[config.mk]
export PLATFORM = sky130hd
export DESIGN_NAME = lrg_pi_regulator
export DESIGN_NICKNAME = d
export VERILOG_FILES = /design/src/rtl/lrg_pkg.sv /design/src/rtl/lrg_slot_timer.sv /design/src/rtl/lrg_pi_regulator.sv
export VERILOG_INCLUDE_DIRS = /design/src /design/src/rtl
export SDC_FILE = /design/constraint.sdc
export NUM_CORES = 1
export LEC_CHECK = 0
export ABC_CLOCK_PERIOD_IN_PS = 13000
export BUFFER_PORTS_ARGS = -buffer_cell sky130_fd_sc_hd__buf_2
export CAP_MARGIN = 25
export CORE_AREA = 2 2 221 223
export DETAILED_ROUTE_END_ITERATION = 16
export DIE_AREA = 0 0 223 225
export SYNTH_ARGS = -nofsm -noshare
export SYNTH_HDL_FRONTEND = slang
export SYNTH_SLANG_ARGS = --single-unit
export TNS_END_PERCENT = 1
[constraint.sdc]
create_clock -name REF_CLK_I -period 13 [get_ports REF_CLK_I]
set_input_delay 0.65 -clock REF_CLK_I [delete_from_list [all_inputs] [get_ports REF_CLK_I]]
set_output_delay 0.65 -clock REF_CLK_I [all_outputs]
set_load 0.01 [all_outputs]
[src/rtl/lrg_map.svh]
// constants of the led current regulator: widths, timing and fixed values
`ifndef LRG_MAP_SVH
`define LRG_MAP_SVH

`define LRG_ADC_W        10
`define LRG_COEF_W       16
`define LRG_FRAC_W       10
`define LRG_PWM_W        8
`define LRG_DUTY_W       18
`define LRG_ERR_W        11
`define LRG_PROD_W       27
`define LRG_INCR_W       28
`define LRG_SUM_W        30
`define LRG_SLOT_W       2

`define LRG_CLK_MHZ      10
`define LRG_SLOT_US      200
`define LRG_LOOPS        4
`define LRG_ZERO_HZ      500
`define LRG_US_PER_S     1000000
`define LRG_SLOT_CYCLES  (`LRG_SLOT_US * `LRG_CLK_MHZ)

`define LRG_PERIOD_VALUE 8'hff
`define LRG_LED_SLOT     2'h0
`define LRG_DUTY_ZERO    18'h00000
`define LRG_ERR_ZERO     11'sh000

`endif

[src/rtl/lrg_pkg.sv]
// types shared by the led current regulator modules
`include "lrg_map.svh"
package lrg_pkg;

    typedef enum {
        ST_IDLE,
        ST_START,
        ST_FETCH,
        ST_PREMUL,
        ST_WAIT,
        ST_CHECK,
        ST_CLAMP,
        ST_WR_DUTY,
        ST_WR_CYCLE
    } lrg_state_t;

    typedef struct packed {
        logic signed [`LRG_COEF_W-1:0] a1;
        logic signed [`LRG_COEF_W-1:0] a2;
        logic        [`LRG_DUTY_W-1:0] duty_max;
        logic        [`LRG_DUTY_W-1:0] duty_min;
        logic        [`LRG_ADC_W-1:0]  over_limit;
    } lrg_cfg_t;

    typedef struct packed {
        logic                  duty_wr;
        logic [`LRG_PWM_W-1:0] led_duty_compare;
        logic                  cycle_wr;
        logic [`LRG_PWM_W-1:0] pwm_cycle_compare;
    } lrg_pwm_t;

    typedef struct packed {
        lrg_state_t                    state;
        logic        [`LRG_ADC_W-1:0]  target;
        logic        [`LRG_ADC_W-1:0]  meas;
        logic signed [`LRG_ERR_W-1:0]  err_prev;
        logic signed [`LRG_PROD_W-1:0] prod2;
        logic        [`LRG_DUTY_W-1:0] duty;
        logic                          conv_start;
        lrg_pwm_t                      pwm;
        logic                          led_stop;
        logic                          pfc_stop;
        logic                          busy;
    } lrg_regs_t;

    typedef struct packed {
        logic                   go;
        logic [`LRG_SLOT_W-1:0] slot;
        logic [15:0]            cnt;
    } lrg_slot_regs_t;

endpackage

[src/rtl/lrg_slot_timer.sv]
// slot sequencer: one enable pulse every LOOPS slots and the index of the loop being served
`timescale 1ns/1ns
`include "lrg_map.svh"
module lrg_slot_timer #(
    parameter int SLOT_CYCLES = `LRG_SLOT_CYCLES,
    parameter int LOOPS       = `LRG_LOOPS
) (
    input  wire logic                   clk_i,   // timer count clock
    input  wire logic                   arst_n_i, // async reset, active low
    output logic                        go_o,    // pulse at start of our slot
    output logic [`LRG_SLOT_W-1:0]      slot_o   // loop index of current slot
);

    generate
        if (SLOT_CYCLES < 2 || SLOT_CYCLES > 65536) begin : g_bad_slot
            $error("slot length out of range");
        end
        if (LOOPS != (1 << `LRG_SLOT_W)) begin : g_bad_loops
            $error("loop count must match slot index width");
        end
    endgenerate

    lrg_pkg::lrg_slot_regs_t r_reg;
    lrg_pkg::lrg_slot_regs_t r_next;

    always_comb begin
        r_next    = r_reg;
        r_next.go = 1'b0;
        if (r_reg.cnt == 16'(SLOT_CYCLES - 1)) begin
            r_next.cnt  = 16'h0000;
            r_next.slot = r_reg.slot + 2'h1;
            // our loop owns slot 0, so it runs once every LOOPS slots
            r_next.go   = (r_next.slot == `LRG_LED_SLOT);
        end else begin
            r_next.cnt = r_reg.cnt + 16'h0001;
        end
    end

    always_ff @(posedge clk_i or negedge arst_n_i) begin
        if (!arst_n_i) begin
            r_reg <= '{go: 1'b0, slot: 2'h3, cnt: 16'h0000};
        end else begin
            r_reg <= r_next;
        end
    end

    assign go_o   = r_reg.go;
    assign slot_o = r_reg.slot;

endmodule // lrg_slot_timer

[src/rtl/lrg_pi_regulator.sv]
// led current pi regulator: drives the converter and the pwm timer of the led channel
`timescale 1ns/1ns
`include "lrg_map.svh"

// How it works
// - brightness changes only via target code
// - start conversion, then fetch target code
// - compute a2 times previous error during conversion
// - overcurrent stops led and pfc, skips update
// - increment is a1*e(n) plus a2*e(n-1)
// - add increment to duty, clamp to limits
// - write new duty to duty compare
// - rewrite unchanged cycle value to apply duty
// - upper limit never exceeds full period
// - lower limit never below zero on-time
// - both coefficients are configurable constants
// - loop cycle below half zero period
// - four loops, 200 us slots, 800 us cycle
// - proportional constant below inverse loop gain
// - new duty = old + a1*e(n) + a2*e(n-1)
// - error is target minus measurement
// - cycle register value is 255
module lrg_pi_regulator #(
    parameter int SLOT_CYCLES = `LRG_SLOT_CYCLES,
    parameter int LOOPS       = `LRG_LOOPS,
    parameter int SLOT_US     = `LRG_SLOT_US,
    parameter int ZERO_HZ     = `LRG_ZERO_HZ
) (
    input  wire logic                   REF_CLK_I,     // timer count clock, 10 mhz
    input  wire logic                   ARST_N_I,      // async reset, active low
    input  wire logic                   ENABLE_I,      // run the loop
    input  wire logic                   CLEAR_STOP_I,  // pulse: release after overcurrent
    input  wire logic [`LRG_ADC_W-1:0]  TARGET_I,      // current target code
    input  wire lrg_pkg::lrg_cfg_t      CFG_I,         // coefficients, limits, threshold
    input  wire logic                   CONV_DONE_I,   // pulse: conversion finished
    input  wire logic [`LRG_ADC_W-1:0]  CONV_RESULT_I, // conversion_result
    output logic                        CONV_START_O,  // pulse: start sense conversion
    output lrg_pkg::lrg_pwm_t           PWM_O,         // compare register writes
    output logic                        LED_STOP_O,    // stop led_pwm_output
    output logic                        PFC_STOP_O,    // stop power-factor output
    output logic                        BUSY_O,        // iteration in progress
    output logic [`LRG_SLOT_W-1:0]      SLOT_O         // loop index of current slot
);

    // the loop cycle must stay under half the zero-point period
    generate
        if (SLOT_US * LOOPS * 2 * ZERO_HZ >= `LRG_US_PER_S) begin : g_bad_cycle
            $error("feedback cycle too long for zero-point frequency");
        end
    endgenerate

    lrg_pkg::lrg_regs_t r_reg;
    lrg_pkg::lrg_regs_t r_next;

    logic                          slot_go;
    logic signed [`LRG_ERR_W-1:0]  err_now;
    logic signed [`LRG_SUM_W-1:0]  duty_sum;
    logic signed [`LRG_INCR_W-1:0] incr;

    // coefficient times error; coefficients carry the duty's fraction bits
    function automatic logic signed [`LRG_PROD_W-1:0] coef_mul(
        input logic signed [`LRG_COEF_W-1:0] coef,
        input logic signed [`LRG_ERR_W-1:0]  err
    );
        coef_mul = coef * err;
    endfunction

    lrg_slot_timer #(
        .SLOT_CYCLES (SLOT_CYCLES),
        .LOOPS       (LOOPS)
    ) u_slot (
        .clk_i    (REF_CLK_I),
        .arst_n_i (ARST_N_I),
        .go_o     (slot_go),
        .slot_o   (SLOT_O)
    );

    always_comb begin
        err_now  = $signed({1'b0, r_reg.target}) - $signed({1'b0, r_reg.meas});
        // a1 and a2 are taken from configuration as held constants
        // stability rests on the user keeping (a1 - a2) / 2 under the inverse loop gain
        incr     = `LRG_INCR_W'(coef_mul(CFG_I.a1, err_now))
                 + `LRG_INCR_W'(r_reg.prod2);
        duty_sum = $signed({12'h000, r_reg.duty}) + `LRG_SUM_W'(incr);

        r_next                = r_reg;
        r_next.conv_start     = 1'b0;
        r_next.pwm.duty_wr    = 1'b0;
        r_next.pwm.cycle_wr   = 1'b0;

        case (r_reg.state)
            lrg_pkg::ST_IDLE: begin
                r_next.busy = 1'b0;
                // clear and set never meet: a stop is only raised in ST_CHECK
                if (CLEAR_STOP_I) begin
                    r_next.led_stop = 1'b0;
                    r_next.pfc_stop = 1'b0;
                end
                if (slot_go && ENABLE_I && !r_reg.led_stop && !CLEAR_STOP_I) begin
                    r_next.busy  = 1'b1;
                    r_next.state = lrg_pkg::ST_START;
                end
            end
            lrg_pkg::ST_START: begin
                r_next.conv_start = 1'b1;
                r_next.state      = lrg_pkg::ST_FETCH;
            end
            lrg_pkg::ST_FETCH: begin
                // brightness follows whatever target is current here
                r_next.target = TARGET_I;
                if (CONV_DONE_I) begin
                    r_next.meas = CONV_RESULT_I;
                end
                r_next.state  = lrg_pkg::ST_PREMUL;
            end
            lrg_pkg::ST_PREMUL: begin
                r_next.prod2 = coef_mul(CFG_I.a2, r_reg.err_prev);
                r_next.state = lrg_pkg::ST_WAIT;
                if (CONV_DONE_I) begin
                    r_next.meas  = CONV_RESULT_I;
                    r_next.state = lrg_pkg::ST_CHECK;
                end
            end
            lrg_pkg::ST_WAIT: begin
                if (CONV_DONE_I) begin
                    r_next.meas  = CONV_RESULT_I;
                    r_next.state = lrg_pkg::ST_CHECK;
                end
            end
            lrg_pkg::ST_CHECK: begin
                if (r_reg.meas > CFG_I.over_limit) begin
                    r_next.led_stop = 1'b1;
                    r_next.pfc_stop = 1'b1;
                    // restart from zero duty, as a fresh start would
                    r_next.duty     = `LRG_DUTY_ZERO;
                    r_next.err_prev = `LRG_ERR_ZERO;
                    r_next.state    = lrg_pkg::ST_IDLE;
                end else begin
                    r_next.state = lrg_pkg::ST_CLAMP;
                end
            end
            lrg_pkg::ST_CLAMP: begin
                // the duty width spans 0..full period, so the limits cannot leave it
                if (duty_sum > $signed({12'h000, CFG_I.duty_max})) begin
                    r_next.duty = CFG_I.duty_max;
                end else if (duty_sum < $signed({12'h000, CFG_I.duty_min})) begin
                    r_next.duty = CFG_I.duty_min;
                end else begin
                    r_next.duty = duty_sum[`LRG_DUTY_W-1:0];
                end
                r_next.err_prev = err_now;
                r_next.state    = lrg_pkg::ST_WR_DUTY;
            end
            lrg_pkg::ST_WR_DUTY: begin
                r_next.pwm.duty_wr          = 1'b1;
                r_next.pwm.led_duty_compare = `LRG_PERIOD_VALUE
                    - r_reg.duty[`LRG_DUTY_W-1:`LRG_FRAC_W];
                r_next.state                = lrg_pkg::ST_WR_CYCLE;
            end
            lrg_pkg::ST_WR_CYCLE: begin
                // the timer only takes the new duty once the cycle register is written
                r_next.pwm.cycle_wr          = 1'b1;
                r_next.pwm.pwm_cycle_compare = `LRG_PERIOD_VALUE;
                r_next.busy                  = 1'b0;
                r_next.state                 = lrg_pkg::ST_IDLE;
            end
            default: begin
                r_next.state = lrg_pkg::ST_IDLE;
            end
        endcase
    end

    always_ff @(posedge REF_CLK_I or negedge ARST_N_I) begin
        if (!ARST_N_I) begin
            r_reg.state                 <= lrg_pkg::ST_IDLE;
            r_reg.target                <= 10'h000;
            r_reg.meas                  <= 10'h000;
            r_reg.err_prev              <= `LRG_ERR_ZERO;
            r_reg.prod2                 <= 27'sh0000000;
            r_reg.duty                  <= `LRG_DUTY_ZERO;
            r_reg.conv_start            <= 1'b0;
            r_reg.pwm.duty_wr           <= 1'b0;
            r_reg.pwm.led_duty_compare  <= `LRG_PERIOD_VALUE;
            r_reg.pwm.cycle_wr          <= 1'b0;
            r_reg.pwm.pwm_cycle_compare <= `LRG_PERIOD_VALUE;
            r_reg.led_stop              <= 1'b0;
            r_reg.pfc_stop              <= 1'b0;
            r_reg.busy                  <= 1'b0;
        end else begin
            r_reg <= r_next;
        end
    end

    assign CONV_START_O = r_reg.conv_start;
    assign PWM_O        = r_reg.pwm;
    assign LED_STOP_O   = r_reg.led_stop;
    assign PFC_STOP_O   = r_reg.pfc_stop;
    assign BUSY_O       = r_reg.busy;

endmodule // lrg_pi_regulator

==> results.txt <==
- The run finished with clean final reports.
* Leftover overflow at the end of global routing: 0
- Post-route DRC violation count: 0
- Worst-case clock buffer depth: 2
- Endpoint kind of the worst setup timing path: flop
- Global-route wire length before repair: around 84 mm
* Sink count of the clock tree: 112
- Number of failing hold endpoints at the final stage: 0
- First drt pass iteration count: 4
* Per-cell via count in the routed design: 5.112
* Cts bufs inserted: 9
- Distinct cell type count after synthesis: between 70 and 80
- Worst setup path category: reg2reg
- For this run, global-route usage on met1 was measured as between 20 and 30%.
- Smallest setup slack after layout: between 2 and 3 ns
* Total wirelength of the detailed-routed design: approximately 50 mm
* Initial DRC count: around 700
* Routed WL per cell: 16.72 um
* Number of nets in the final layout: just over 3,000
* Worst slack at placement: between 2 and 3 ns
* Total Die Area: approximately 50,000 um^2
- The worst path uses 79.59% of the clock period.
- Share of the core filled with cells: between 40% and 50%
* Number of enable flip-flop cells after synthesis: 0
* Share of post-route cells with drive strength above 1: under 10%
* Shortest period the worst path allows: between 10 and 15 ns
- Flip-flop count of the largest register, all copies and words added: 80
* Number of nets with antenna violations after detailed routing: 0
- In this run, post-CTS repair resized a total of 0 instances.
- Setup repair after global routing missed its margin: false
- Max-cap violations in this run came to 0.
* Synthesized flop and latch total: 112
* Maximum frequency from static timing analysis: 0.09665 GHz
* Die height: ~230 um
- In this run the number of H-tree levels came out at 3.
* Max Slew Vio Count: 0
- Crit path arrival time: 10.62 ns
* Skew final: between 0.02 and 0.025 ns
- The worst pin sits at a relative slew slack of between 40 and 50%.
- The path class of the tightest hold or removal check is in2async.
* Aggregate global-route resource usage: a little over a fifth
* Clock input transition at the sequential cells of the worst setup and hold paths: approximately 0.1 ns
- Clk Latency, worst-skew pair: roughly 0.4 ns
- Number of core rows: 80
* Vias in the first global route: roughly 17,000
* Worst path slowest cell: sky130_fd_sc_hd__a31oi_4
- Entering global routing, the biggest net connects 66 pins.
- After clock tree synthesis, the flow added hold-fix buffers numbering 0.
* Most heavily used metal layer in global routing: met2
- Async S/R FF share, synth: between 90% and 100%
- The number of antenna violations at the first check in global routing came to 2.
- RR Startpoint: r_reg[88]$_DFFE_PN0P_
- Of all nets on the critical path, the largest fanout is 19.
- The tree is rooted in a sky130_fd_sc_hd__clkbuf_16.
- Top library cells by usage in the layout, fill and taps aside: sky130_fd_sc_hd__inv_1 (521), sky130_fd_sc_hd__fa_1 (379), sky130_fd_sc_hd__nand2_1 (243)
- Among the stages of the critical path, the cell type that occurs most often is sky130_fd_sc_hd__fa_1.
- Number of placed I/O pins: ~130
- Count of port buffers added during placement: around 120
- Measured along the x axis, the die boundary spans 223 um.
- The routed layout has around 15,000 vias.
- Slew of the pin with the lowest slew margin: ~0.9 ns
* Total setup violations reported at the end of the flow: 0
- Share of the yosys chip area belonging to registers: 13.25%
- Starting density of the core: between 40 and 50%
- In this design, the stage delay of the slowest critical-path cell is about 0.55 ns.
- The library cell used most frequently in the layout, excluding fill and tap cells, is sky130_fd_sc_hd__inv_1.
- STA classifies the critical path startpoint as a flop.
- Synthesis handed over a netlist of ~2,300 instances.
- At the worst endpoint, the required time is ~13 ns.
* Met2 track demand over resource: a little under two fifths
* Total negative slack: 0 ns
- Relative to the synthesized area, the layout overhead comes to 6.165%.
- TritonCTS clock tree: built
* HPWL after DPL: about 42 mm
- The mapped netlist covers ~21,000 um^2.
* GR met3 Demand/Resource: about 2.4%
* Per-instance average area after synthesis: just over 9 um^2
* Worst Setup SP: r_reg[88]$_DFFE_PN0P_
* Yosys synthesis warning count: 0
- Ys flop type: sky130_fd_sc_hd__dfrtp_1
- Setup bufs post-CTS: 0
- Area of the core: 47,550 um^2
* Routability congestion estimate from global placement: roughly 0.85
## worst paths after layout
| path | to | slack, ns | cells after the start |
|---|---|---|---|
| max in group asynchronous | r_reg[38]$_DFFE_PN0P_ | 11.48 | 2 |
| min in group REF_CLK_I | r_reg[88]$_DFFE_PN0P_ | 0.46 | 3 |
| hold / removal | u_slot.r_reg[10]$_DFF_PN0_ | 0.31 | 1 |
| hold reg to reg | u_slot.r_reg[0]$_DFF_PN0_ | 0.46 | 1 |
| setup / recovery | r_reg[22]$_DFFE_PN0P_ | 2.65 | 42 |
| setup reg to reg | r_reg[22]$_DFFE_PN0P_ | 2.65 | 42 |
## final cells by class
type	count	area, um^2
fill	4546	24990
multi-input combinational	1579	15980
sequential	112	2815
inverter	521	1956
tap	615	769.5
timing repair buffer	132	701.9
clock buffer	9	225.2
clock inverter	7	102.6
antenna	2	5.005
## layer usage
layer | vias up | routed length [um]
met5 | - | 9
met4 | 2 | 542
met3 | 40 | 2006
met2 | 269 | 24110
met1 | 7742 | 23120
li1 | 7165 | -
## worst max-delay path: cells and delay by family, from the launching register on
family	cells	cell delay [ns]
compound gates	18	3.27
fa+ha+maj	10	4.31
buf+inv	6	0.33
flops	1	0.38
simple gates	8	1.91
## Yosys cell counts, types with 7 or more instances
master	number	area share (%)
sky130_fd_sc_hd__a21o_1	21	0.74
sky130_fd_sc_hd__a21oi_1	51	1.2
sky130_fd_sc_hd__a31oi_1	7	0.21
sky130_fd_sc_hd__a32oi_1	20	0.82
sky130_fd_sc_hd__and2_1	157	4.6
sky130_fd_sc_hd__and3_1	8	0.24
sky130_fd_sc_hd__buf_2	7	0.16
sky130_fd_sc_hd__buf_4	21	0.74
sky130_fd_sc_hd__clkbuf_1	77	1.4
sky130_fd_sc_hd__dfrtp_1	102	12
sky130_fd_sc_hd__dfstp_2	10	1.2
sky130_fd_sc_hd__fa_1	379	36
sky130_fd_sc_hd__ha_1	196	12
sky130_fd_sc_hd__inv_1	521	9.2
sky130_fd_sc_hd__mux2_2	24	1.3
sky130_fd_sc_hd__mux2i_1	21	0.99
sky130_fd_sc_hd__nand2_1	243	4.3
sky130_fd_sc_hd__nand2b_1	41	1.2
sky130_fd_sc_hd__nand3_1	28	0.66
sky130_fd_sc_hd__nand4_1	14	0.41
sky130_fd_sc_hd__nor2_1	70	1.2
sky130_fd_sc_hd__nor2b_1	11	0.32
sky130_fd_sc_hd__nor3_1	20	0.47
sky130_fd_sc_hd__o211ai_1	9	0.32
sky130_fd_sc_hd__o21a_1	15	0.53
sky130_fd_sc_hd__o21ai_0	63	1.5
sky130_fd_sc_hd__o21ai_1	22	0.52
sky130_fd_sc_hd__o31ai_1	8	0.28
sky130_fd_sc_hd__or3_1	8	0.24
sky130_fd_sc_hd__xnor2_1	47	1.9
sky130_fd_sc_hd__xor2_1	20	0.82
## logic make-up after synthesis
| kind of cell | share of synthesized area, % |
|---|---|
| DFF | 13.25 |
| buffers and inverters | 11.71 |
| xor gates and xnor gates | 2.762 |
| adders and majority gates | 47.25 |
| other | 0.01765 |
| muxes | 2.261 |
| AOI/OAI and AO/OA | 8.374 |
| and+or+nand+nor | 14.38 |
## metrics by stage
step                hold WS, ns  cells  cell area, um^2
floorplan                0.3544   2322            21270
finish                   0.3128   2977            22560
global placement         0.4457   2958            22210
CTS                      0.3507   2975            22550
global route             0.3730   2975            22550
detailed placement       0.4527   2959            22230
Power is not shown: default switching activity piles up to over one toggle a cycle in this logic, so the estimate is an artifact.
